### config.mk
export PLATFORM = sky130hd
export DESIGN_NAME = sfd_core
export DESIGN_NICKNAME = d
export VERILOG_FILES = /design/src/rtl/sfd_pkg.sv /design/src/rtl/sfd_sub_slice.sv /design/src/rtl/sfd_state_timer.sv /design/src/rtl/sfd_core.sv
export SDC_FILE = /design/constraint.sdc
export NUM_CORES = 1
export LEC_CHECK = 0
export BUFFER_PORTS_ARGS = -buffer_cell sky130_fd_sc_hd__buf_2
export CAP_MARGIN = 30
export CORE_AREA = 2 2 147 149
export CTS_CLUSTER_DIAMETER = 40
export DETAILED_ROUTE_END_ITERATION = 8
export DIE_AREA = 0 0 149 151
export PLACE_DENSITY = 0.6
export SYNTH_ARGS = -nofsm -noshare
export SYNTH_HDL_FRONTEND = slang
export SYNTH_SLANG_ARGS = --single-unit
### constraint.sdc
create_clock -name pclk -period 13.46 [get_ports pclk]
set_input_delay 1.346 -clock pclk [delete_from_list [all_inputs] [get_ports pclk]]
set_output_delay 1.346 -clock pclk [all_outputs]
set_load 0.01 [all_outputs]
### src/rtl/sfd_pkg.sv
package sfd_pkg;

  // ------------------------------------------------------------
  // Register map and field layout
  // ------------------------------------------------------------
  localparam logic [7:0] SFD_OFS_CTRL = 8'h00;
  localparam logic [7:0] SFD_OFS_DST = 8'h04;
  localparam logic [7:0] SFD_OFS_SRC = 8'h08;
  localparam logic [7:0] SFD_OFS_FLAGS = 8'h0c;
  localparam logic [7:0] SFD_OFS_CMD = 8'h10;
  localparam logic [7:0] SFD_OFS_STATUS = 8'h14;

  localparam int SFD_CTRL_SIZE_LSB = 0;
  localparam int SFD_CTRL_FORM_LSB = 2;
  localparam int SFD_CTRL_PORT = 4;
  localparam int SFD_CTRL_BIN = 5;
  localparam int SFD_CMD_ESC = 8;

  localparam int SFD_FL_BORROW = 0;
  localparam int SFD_FL_HALF = 1;
  localparam int SFD_FL_RANGE = 2;
  localparam int SFD_FL_SIGN = 3;
  localparam int SFD_FL_ZERO = 4;

  localparam int SFD_ST_BUSY = 0;
  localparam int SFD_ST_BAD = 1;
  localparam int SFD_ST_BYTES_LSB = 8;
  localparam int SFD_ST_STATES_LSB = 12;

  // ------------------------------------------------------------
  // Reset values
  // ------------------------------------------------------------
  localparam logic [7:0] SFD_CTRL_RST = 8'h00;
  localparam logic [4:0] SFD_FLAGS_RST = 5'h00;
  localparam logic [31:0] SFD_DATA_RST = 32'h0;
  localparam logic [3:0] SFD_CNT_RST = 4'h0;

  // ------------------------------------------------------------
  // Operand sizes, source forms, opcodes
  // ------------------------------------------------------------
  localparam logic [1:0] SFD_SZ_BYTE = 2'h0;
  localparam logic [1:0] SFD_SZ_WORD = 2'h1;
  localparam logic [1:0] SFD_SZ_DWORD = 2'h2;
  localparam logic [1:0] SFD_FM_IMM = 2'h0;
  localparam logic [1:0] SFD_FM_IND = 2'h1;
  localparam logic [1:0] SFD_FM_REG = 2'h2;
  localparam logic [1:0] SFD_FM_DIR = 2'h3;

  localparam logic [7:0] SFD_OPC_BRW_IMM = 8'h94;
  localparam logic [7:0] SFD_OPC_BRW_DIR = 8'h95;
  localparam logic [6:0] SFD_OPC_BRW_IND = 7'h4b;
  localparam logic [4:0] SFD_OPC_BRW_REG = 5'h13;
  localparam logic [7:0] SFD_OPC_SUB_BYTE = 8'h9c;
  localparam logic [7:0] SFD_OPC_SUB_WORD = 8'h9d;
  localparam logic [7:0] SFD_OPC_SUB_EXT = 8'h9e;
  localparam logic [7:0] SFD_OPC_SUB_DWORD = 8'h9f;

  // ------------------------------------------------------------
  // Base lengths in bytes and states, before escape and port costs
  // ------------------------------------------------------------
  localparam logic [3:0] SFD_LEN_SHORT = 4'h1;
  localparam logic [3:0] SFD_LEN_TWO = 4'h2;
  localparam logic [3:0] SFD_LEN_THREE = 4'h3;
  localparam logic [3:0] SFD_LEN_FOUR = 4'h4;
  localparam logic [3:0] SFD_LEN_FIVE = 4'h5;

  typedef enum logic [1:0] {
    SFD_IDLE = 2'h1,
    SFD_RUN = 2'h2
  } sfd_state_type;

endpackage

### src/rtl/sfd_sub_slice.sv
`timescale 1ns/1ps
module sfd_sub_slice (
  input wire logic [7:0] a,
  input wire logic [7:0] b,
  input wire logic bin,
  output logic [7:0] d,
  output logic bout3,
  output logic bout6,
  output logic bout7
);

  // ------------------------------------------------------------
  // One byte of difference with its internal borrows
  // ------------------------------------------------------------
  logic [4:0] lo;
  logic [7:0] mid;
  logic [8:0] full;

  assign lo = {1'h0, a[3:0]} - {1'h0, b[3:0]} - {4'h0, bin};
  assign mid = {1'h0, a[6:0]} - {1'h0, b[6:0]} - {7'h0, bin};
  assign full = {1'h0, a} - {1'h0, b} - {8'h0, bin};
  assign d = full[7:0];
  assign bout3 = lo[4];
  assign bout6 = mid[7];
  assign bout7 = full[8];

endmodule

### src/rtl/sfd_state_timer.sv
`timescale 1ns/1ps
module sfd_state_timer #(
  parameter int W = 4
) (
  input wire logic pclk,
  input wire logic presetn,
  input wire logic load,
  input wire logic [W-1:0] load_val,
  output logic done
);

  // ------------------------------------------------------------
  // Counts execution states, one state per clock
  // ------------------------------------------------------------
  logic [W-1:0] count;
  logic [W-1:0] next_count;

  always_comb begin
    next_count = count;
    if (load) begin
      next_count = load_val;
    end else if (count != '0) begin
      next_count = count - W'(1);
    end
  end

  always_ff @(posedge pclk or negedge presetn) begin
    if (!presetn) begin
      count <= '0;
    end else begin
      count <= next_count;
    end
  end

  assign done = (count == W'(1));

endmodule

### src/rtl/sfd_core.sv
// Decided for this implementation: the APB slave port and the register addresses.
`timescale 1ns/1ps
// Functional notes
// - Plain subtract writes destination minus source back into destination
// - Plain byte subtract sets borrow on borrow out of bit 7
// - Signed range flag marks sign-crossing subtraction results
// - Word and double-word subtract leave half-borrow unchanged
// - Plain subtract takes immediate, indirect, register, direct sources
// - Borrow subtract removes source and borrow flag from accumulator
// - Borrow subtract sets borrow on borrow out of bit 7
// - Borrow subtract sets half-borrow on borrow out of bit 3
// - Range flag is borrow into bit 7 xor borrow out of bit 7
// - Borrow subtract takes register, direct, indirect, immediate sources
// - Direct operand on an I/O port adds one state
// - Byte register subtract 9c: binary 3 bytes 2 states, source 2/1
module sfd_core (
  input wire logic pclk,
  input wire logic presetn,
  input wire logic psel,
  input wire logic penable,
  input wire logic pwrite,
  input wire logic [7:0] paddr,
  input wire logic [31:0] pwdata,
  output logic [31:0] prdata,
  output logic pready,
  output logic pslverr
);

  // ------------------------------------------------------------
  // State
  // ------------------------------------------------------------
  logic [7:0] ctrl;
  logic [31:0] dst;
  logic [31:0] src;
  logic [4:0] fl;
  logic bad;
  sfd_pkg::sfd_state_type state;
  logic run_brw;
  logic [1:0] run_size;
  logic [3:0] run_bytes;
  logic [3:0] run_states;
  logic [7:0] next_ctrl;
  logic [31:0] next_dst;
  logic [31:0] next_src;
  logic [4:0] next_fl;
  logic next_bad;
  sfd_pkg::sfd_state_type next_state;
  logic next_run_brw;
  logic [1:0] next_run_size;
  logic [3:0] next_run_bytes;
  logic [3:0] next_run_states;
  logic [31:0] next_prdata;
  logic next_pready;
  logic next_pslverr;

  logic busy;
  logic wr;
  logic start;
  logic commit;
  logic done;
  logic cin;
  logic [31:0] res;
  logic [3:0] bi;
  logic [3:0] b3;
  logic [3:0] b6;
  logic [3:0] b7;
  logic [7:0] opc;
  logic esc;
  logic ext;
  logic port_hit;
  logic dec_valid;
  logic dec_brw;
  logic [1:0] dec_size;
  logic [1:0] dec_form;
  logic [3:0] base_b;
  logic [3:0] base_s;
  logic [3:0] dec_bytes;
  logic [3:0] dec_states;
  logic [1:0] c_size;
  logic [1:0] c_form;

  assign busy = (state == sfd_pkg::SFD_RUN);
  // Write lands only on the completing edge, and only if not refused
  assign wr = psel & penable & pready & pwrite & ~pslverr;
  assign start = wr & (paddr == sfd_pkg::SFD_OFS_CMD) & dec_valid;
  assign commit = busy & done;
  assign opc = pwdata[7:0];
  assign esc = pwdata[sfd_pkg::SFD_CMD_ESC];
  assign c_size = ctrl[sfd_pkg::SFD_CTRL_SIZE_LSB +: 2];
  assign c_form = ctrl[sfd_pkg::SFD_CTRL_FORM_LSB +: 2];

  // ------------------------------------------------------------
  // Instruction decode
  // ------------------------------------------------------------
  // Extended forms sit behind the escape byte in binary mode only
  assign ext = ctrl[sfd_pkg::SFD_CTRL_BIN] ? esc : ~esc;

  always_comb begin
    dec_valid = 1'h0;
    dec_brw = 1'h0;
    dec_size = sfd_pkg::SFD_SZ_BYTE;
    dec_form = sfd_pkg::SFD_FM_REG;
    base_b = sfd_pkg::SFD_LEN_SHORT;
    base_s = sfd_pkg::SFD_LEN_SHORT;
    if (opc == sfd_pkg::SFD_OPC_BRW_IMM) begin
      dec_valid = ~esc;
      dec_brw = 1'h1;
      dec_form = sfd_pkg::SFD_FM_IMM;
      base_b = sfd_pkg::SFD_LEN_TWO;
    end else if (opc == sfd_pkg::SFD_OPC_BRW_DIR) begin
      dec_valid = ~esc;
      dec_brw = 1'h1;
      dec_form = sfd_pkg::SFD_FM_DIR;
      base_b = sfd_pkg::SFD_LEN_TWO;
    end else if (!ext) begin
      if (opc[7:1] == sfd_pkg::SFD_OPC_BRW_IND) begin
        dec_valid = 1'h1;
        dec_brw = 1'h1;
        dec_form = sfd_pkg::SFD_FM_IND;
        base_s = sfd_pkg::SFD_LEN_TWO;
      end else if (opc[7:3] == sfd_pkg::SFD_OPC_BRW_REG) begin
        dec_valid = 1'h1;
        dec_brw = 1'h1;
      end
    end else begin
      base_b = sfd_pkg::SFD_LEN_TWO;
      unique case (opc)
        sfd_pkg::SFD_OPC_SUB_BYTE: begin
          dec_valid = 1'h1;
        end
        sfd_pkg::SFD_OPC_SUB_WORD: begin
          dec_valid = 1'h1;
          dec_size = sfd_pkg::SFD_SZ_WORD;
          base_s = sfd_pkg::SFD_LEN_TWO;
        end
        sfd_pkg::SFD_OPC_SUB_DWORD: begin
          dec_valid = 1'h1;
          dec_size = sfd_pkg::SFD_SZ_DWORD;
          base_s = sfd_pkg::SFD_LEN_FOUR;
        end
        sfd_pkg::SFD_OPC_SUB_EXT: begin
          dec_size = c_size;
          dec_form = c_form;
          base_b = sfd_pkg::SFD_LEN_THREE;
          base_s = sfd_pkg::SFD_LEN_TWO;
          unique case (c_form)
            sfd_pkg::SFD_FM_IMM: begin
              dec_valid = (c_size != 2'h3);
              if (c_size == sfd_pkg::SFD_SZ_WORD) begin
                base_b = sfd_pkg::SFD_LEN_FOUR;
                base_s = sfd_pkg::SFD_LEN_FOUR;
              end else if (c_size == sfd_pkg::SFD_SZ_DWORD) begin
                base_b = sfd_pkg::SFD_LEN_FOUR;
                base_s = sfd_pkg::SFD_LEN_FIVE;
              end
            end
            sfd_pkg::SFD_FM_DIR: begin
              dec_valid = (c_size == sfd_pkg::SFD_SZ_BYTE) |
                          (c_size == sfd_pkg::SFD_SZ_WORD);
              if (c_size == sfd_pkg::SFD_SZ_WORD) begin
                base_s = sfd_pkg::SFD_LEN_THREE;
              end
            end
            sfd_pkg::SFD_FM_IND: begin
              dec_valid = (c_size == sfd_pkg::SFD_SZ_BYTE);
              base_s = sfd_pkg::SFD_LEN_THREE;
            end
            default: begin
              dec_valid = 1'h0;
            end
          endcase
        end
        default: begin
          dec_valid = 1'h0;
        end
      endcase
    end
  end

  // A port read through a direct address stalls one more state
  assign port_hit = (dec_form == sfd_pkg::SFD_FM_DIR) &
                    ctrl[sfd_pkg::SFD_CTRL_PORT];
  assign dec_bytes = base_b + {3'h0, esc};
  assign dec_states = base_s + {3'h0, esc} + {3'h0, port_hit};

  // ------------------------------------------------------------
  // Datapath: four byte slices chained by borrow
  // ------------------------------------------------------------
  assign cin = run_brw & fl[sfd_pkg::SFD_FL_BORROW];
  assign bi = {b7[2:0], cin};

  genvar g;
  generate
    for (g = 0; g < 4; g++) begin : g_slice
      sfd_sub_slice u_slice (
        .a(dst[8*g +: 8]),
        .b(src[8*g +: 8]),
        .bin(bi[g]),
        .d(res[8*g +: 8]),
        .bout3(b3[g]),
        .bout6(b6[g]),
        .bout7(b7[g])
      );
    end
  endgenerate

  sfd_state_timer #(
    .W(4)
  ) u_timer (
    .pclk(pclk),
    .presetn(presetn),
    .load(start),
    .load_val(dec_states),
    .done(done)
  );

  // ------------------------------------------------------------
  // Registers and execution
  // ------------------------------------------------------------
  always_comb begin
    next_ctrl = ctrl;
    next_dst = dst;
    next_src = src;
    next_fl = fl;
    next_bad = bad;
    next_state = state;
    next_run_brw = run_brw;
    next_run_size = run_size;
    next_run_bytes = run_bytes;
    next_run_states = run_states;
    if (wr) begin
      if (paddr == sfd_pkg::SFD_OFS_CTRL) begin
        next_ctrl = pwdata[7:0];
      end
      if (paddr == sfd_pkg::SFD_OFS_DST) begin
        next_dst = pwdata;
      end
      if (paddr == sfd_pkg::SFD_OFS_SRC) begin
        next_src = pwdata;
      end
      if (paddr == sfd_pkg::SFD_OFS_FLAGS) begin
        next_fl = pwdata[4:0];
      end
      if (paddr == sfd_pkg::SFD_OFS_CMD) begin
        next_bad = ~dec_valid;
        if (dec_valid) begin
          next_state = sfd_pkg::SFD_RUN;
          next_run_brw = dec_brw;
          next_run_size = dec_size;
          next_run_bytes = dec_bytes;
          next_run_states = dec_states;
        end
      end
    end
    if (commit) begin
      next_state = sfd_pkg::SFD_IDLE;
      unique case (run_size)
        sfd_pkg::SFD_SZ_BYTE: begin
          next_dst[7:0] = res[7:0];
          next_fl[sfd_pkg::SFD_FL_BORROW] = b7[0];
          next_fl[sfd_pkg::SFD_FL_HALF] = b3[0];
          next_fl[sfd_pkg::SFD_FL_RANGE] = b6[0] ^ b7[0];
          next_fl[sfd_pkg::SFD_FL_SIGN] = res[7];
          next_fl[sfd_pkg::SFD_FL_ZERO] = (res[7:0] == 8'h0);
        end
        sfd_pkg::SFD_SZ_WORD: begin
          // Half-borrow is kept for wide operands
          next_dst[15:0] = res[15:0];
          next_fl[sfd_pkg::SFD_FL_BORROW] = b7[1];
          next_fl[sfd_pkg::SFD_FL_RANGE] = b6[1] ^ b7[1];
          next_fl[sfd_pkg::SFD_FL_SIGN] = res[15];
          next_fl[sfd_pkg::SFD_FL_ZERO] = (res[15:0] == 16'h0);
        end
        default: begin
          next_dst = res;
          next_fl[sfd_pkg::SFD_FL_BORROW] = b7[3];
          next_fl[sfd_pkg::SFD_FL_RANGE] = b6[3] ^ b7[3];
          next_fl[sfd_pkg::SFD_FL_SIGN] = res[31];
          next_fl[sfd_pkg::SFD_FL_ZERO] = (res == 32'h0);
        end
      endcase
    end
  end

  always_ff @(posedge pclk or negedge presetn) begin
    if (!presetn) begin
      ctrl <= sfd_pkg::SFD_CTRL_RST;
      dst <= sfd_pkg::SFD_DATA_RST;
      src <= sfd_pkg::SFD_DATA_RST;
      fl <= sfd_pkg::SFD_FLAGS_RST;
      bad <= 1'h0;
      state <= sfd_pkg::SFD_IDLE;
      run_brw <= 1'h0;
      run_size <= sfd_pkg::SFD_SZ_BYTE;
      run_bytes <= sfd_pkg::SFD_CNT_RST;
      run_states <= sfd_pkg::SFD_CNT_RST;
    end else begin
      ctrl <= next_ctrl;
      dst <= next_dst;
      src <= next_src;
      fl <= next_fl;
      bad <= next_bad;
      state <= next_state;
      run_brw <= next_run_brw;
      run_size <= next_run_size;
      run_bytes <= next_run_bytes;
      run_states <= next_run_states;
    end
  end

  // ------------------------------------------------------------
  // APB slave, one wait state per access
  // ------------------------------------------------------------
  always_comb begin
    logic mapped;
    mapped = 1'h0;
    next_pready = psel & penable & ~pready;
    next_prdata = prdata;
    next_pslverr = pslverr;
    if (psel & penable & ~pready) begin
      mapped = (paddr == sfd_pkg::SFD_OFS_CTRL) |
               (paddr == sfd_pkg::SFD_OFS_DST) |
               (paddr == sfd_pkg::SFD_OFS_SRC) |
               (paddr == sfd_pkg::SFD_OFS_FLAGS) |
               (paddr == sfd_pkg::SFD_OFS_CMD) |
               (paddr == sfd_pkg::SFD_OFS_STATUS);
      // Operands are frozen while busy, so every write is refused
      next_pslverr = ~mapped | (pwrite & busy);
      next_prdata = 32'h0;
      if (!pwrite) begin
        unique case (paddr)
          sfd_pkg::SFD_OFS_CTRL: next_prdata = {24'h0, ctrl};
          sfd_pkg::SFD_OFS_DST: next_prdata = dst;
          sfd_pkg::SFD_OFS_SRC: next_prdata = src;
          sfd_pkg::SFD_OFS_FLAGS: next_prdata = {27'h0, fl};
          sfd_pkg::SFD_OFS_STATUS: next_prdata = {16'h0, run_states,
                                                  run_bytes, 6'h0, bad,
                                                  busy};
          default: next_prdata = 32'h0;
        endcase
      end
    end
  end

  always_ff @(posedge pclk or negedge presetn) begin
    if (!presetn) begin
      prdata <= 32'h0;
      pready <= 1'h0;
      pslverr <= 1'h0;
    end else begin
      prdata <= next_prdata;
      pready <= next_pready;
      pslverr <= next_pslverr;
    end
  end

  // ------------------------------------------------------------
  // Checks
  // ------------------------------------------------------------
  logic [3:0] elapsed;

  always_ff @(posedge pclk or negedge presetn) begin
    if (!presetn) begin
      elapsed <= 4'h0;
    end else if (start) begin
      elapsed <= 4'h1;
    end else if (busy) begin
      elapsed <= elapsed + 4'h1;
    end
  end
endmodule

==> flow_summary.toml <==
[finish]
diodes = 0
utilization = 0.4602
synthToLayoutAreaGrowth_pct = 15.64
layout-drive-gt1-share = 0.1714
fillers = 2020
layout.nets = 1052

[detailed_routing]
wl_per_cell_um = 17.14
drt-initial-drc-count = 491
ant_nets = 0
vias = 6409
vias_per_cell = 5.253
routed_wirelength_um = 20910
drt_pass1_iterations = 7
drc = 0

[setup_path]
crit_buf_inv = 2
cp_max_fo = 4
cp_slowest_stage_delay_ps = 520
critPathTopFamily = "compound AO/OA/AOI/OAI gates"
r2r-start = "dst[0]$_DFFE_PN0P_"
cp.arrival_ps = 9600
criticalPathCategory = "register to register"
cp-startpoint = "dst[0]$_DFFE_PN0P_"
end_kind = "register"
startpoint_type = "register"
path_common_cell = "fa_1"
cpMaxStageDelayCell = "a211oi_1"
cp.required_ps = 13820

[timing]
rsz0062_at_grt = "no"
finalSetupViolations = 0
finalCritPeriodShare = 0.6865
max-slew-margin-rel = 0.3261
worst_pin_slew_ps = 1007
hold_violations = 0
fmax_mhz = 108.2
fin_crit_ps = 9240
finalClockSkew_ps = 10.48
setup-tns-final_ps = 0
maxSlewViolCount = 0

[yosys]
ys.flop_type = "dfrtp_1"
synthTopCellsByCount = "128 x dfrtp_1, 97 x inv_1, 81 x nand2_1"
synthMuxAreaShare = 0.1051
async_reset_ff_frac = 1.000
yosysSeqAreaShare = 0.3897
yosys-top-cells-area = "dfrtp_1 39%, ha_1 10%, mux2i_1 5.1%"
synth_nets = 983
synth_compound_area_frac = 0.1560
syn_inst = 863
yosys.area_share.xor_xnor = 0.04107
syn_area_um2 = 8287
yosys.area.top_type = "dfrtp_1"
synth_seq_cells = 129
yosysUniqueCellTypes = 68
yosys.area.top_type_share = 0.3865
yosys_warnings = 0
synth_simple_gate_area_frac = 0.1161
syn_area_per_cell_um2 = 9.602
synthAdderAreaFrac = 0.1214
synth_top_family_by_area = "compound AO/OA/AOI/OAI gates"
synth_most_common_cell = "dfrtp_1"
synth_edf_count = 0

[power_and_ir_drop]
leakage_nw = 4.425
irDropWorstVdd_mv = 0.06983
powerDensity_nw_per_um2 = 102.4

[grt]
grt_max_degree = 67
gr-usage-all-layers = 0.1988
antenna_found_initial = 0
grt_pass1_wl_um = 34690
grt.overflow.total = 0
grt_pass1_vias = 6475

[clock_tree]
worstSkewPairLatency_ps = 420
clk_pin_slew_worst_paths_ps = 60
cts_tree = "done"
cts_buffers = 17
cts_max_path_buffers = 2
cts_hold_buf = 0
cts_resized = 0
h-tree-depth = 4
cts_setup_buffers = 0
cts.sinks = 129
cts-root-buf = "clkbuf_16"

[placement]
globalplace.congestion = 0.9028
hpwl_um = 14950
port_buffers = 78

[min_path]
min_path_type = "register to register"
min_from = "prdata[26]$_DFFE_PN0P_"

[floorplan]
pin_count = 79
rows = 53
die-height_um = 151
start_util = 0.3980
core_area_um2 = 20820
die-area_um2 = 22500
die_x_um = 149

[status]
status = "complete, no violations"

[run]
drv_cap = 0
-- worst paths after layout --
| path | endpoint | slack (ps) | cells after the start |
|---|---|---|---|
| min in group asynchronous | prdata[15]$_DFFE_PN0P_ | 910 | 1 |
| min | prdata[26]$_DFFE_PN0P_ | 470 | 2 |
| max | fl[4]$_DFFE_PN0P_ | 4220 | 31 |
| max in group asynchronous | ctrl[2]$_DFFE_PN0P_ | 11210 | 2 |
| max reg2reg | fl[4]$_DFFE_PN0P_ | 4220 | 31 |
| min reg2reg | prdata[26]$_DFFE_PN0P_ | 470 | 2 |
-- cell families (layout without fill, tap and decap cells) --
family | Yosys count | after routing
buffers and inverters | 135 | 217
AO/OA/AOI/OAI | 203 | 203
adder cells (fa/ha/maj) | 75 | 75
flip-flops | 129 | 129
XOR/XNOR | 38 | 38
multiplexers | 82 | 82
AND/OR/NAND/NOR | 201 | 201
-- layout make-up --
class	count	area (um2)	area share
flip-flops and latches	129	3229	0.3370
repair buffers	88	504.2	0.05262
well taps	275	344.1	0.03591
inverters	97	364.1	0.03799
clock inverters	9	177.7	0.01854
multi-input cells	599	4486	0.4681
clock buffers	23	478.0	0.04988
-- where the power goes --
part / switching (mW) / total, mW / internal [mW] / leakage, nW
Clock: 0.171 / 0.514 / 0.343 / 0.321
Sequential: 0.00658 / 0.402 / 0.396 / 1.55
Combinational: 0.0403 / 0.0648 / 0.0245 / 2.56
-- sequential cells by signal (all words and copies together) (netlist names) --
| name | count |
|---|---|
| dst | 32 |
| prdata | 32 |
| src | 32 |
| ctrl | 8 |
| fl | 5 |
| run_bytes | 4 |
| run_states | 4 |
| u_timer.count | 4 |
| run_size | 2 |
| state | 2 |
| bad | 1 |
| pready | 1 |
| pslverr | 1 |
| run_brw | 1 |
-- through the flow --
step	setup slack, ps	hold WS, ps	total power, mW	std cells	area (um2)
3_5_place_dp	4342	469.7	0.4755	1187	8900
3_3_place_gp	4447	457.1	0.4741	1185	8872
2_1_floorplan	5170	458.3	0.4448	863	8287
5_1_grt	3358	503.0	1.021	1220	9583
6_report	4220	473.4	0.9815	1220	9583
4_1_cts	4225	483.4	0.9928	1219	9555
-- routing by layer --
metal | vias to the layer above | global-route usage | part of all wire
li1 | 3145 | - | -
met1 | 3099 | 0.2766 | 0.48
met2 | 149 | 0.3113 | 0.45
met3 | 16 | 0.05151 | 0.056
met4 | 0 | 0.04714 | 0.010
met5 | - | 0 | 0
-- cells in the final DEF (no fill, tap or decap), drive strengths merged, types with 5 or more instances in the layout --
cell type	instances
and2	5
clkbuf	23
a21boi	5
bufinv	5
nand2b	10
nand3b	8
o21ai	80
nand2	82
ha	66
mux2i	42
nor2	51
a222oi	15
buf	88
mux2	40
dfrtp	128
fa	9
nor3	18
xnor2	17
o21a	5
a21oi	46
inv	97
xor2	21
a22oi	18
-- worst reg2reg max path: cells and delay by family (launching register included) --
family / cells / cell delay (ps)
buffers and inverters: 2 / 250
flip-flops: 1 / 420
AO/OA/AOI/OAI: 13 / 3720
AND/OR/NAND/NOR: 6 / 1140
XOR/XNOR: 2 / 430
adder cells (fa/ha/maj): 8 / 3260
Power figures use the tool's default switching activity.
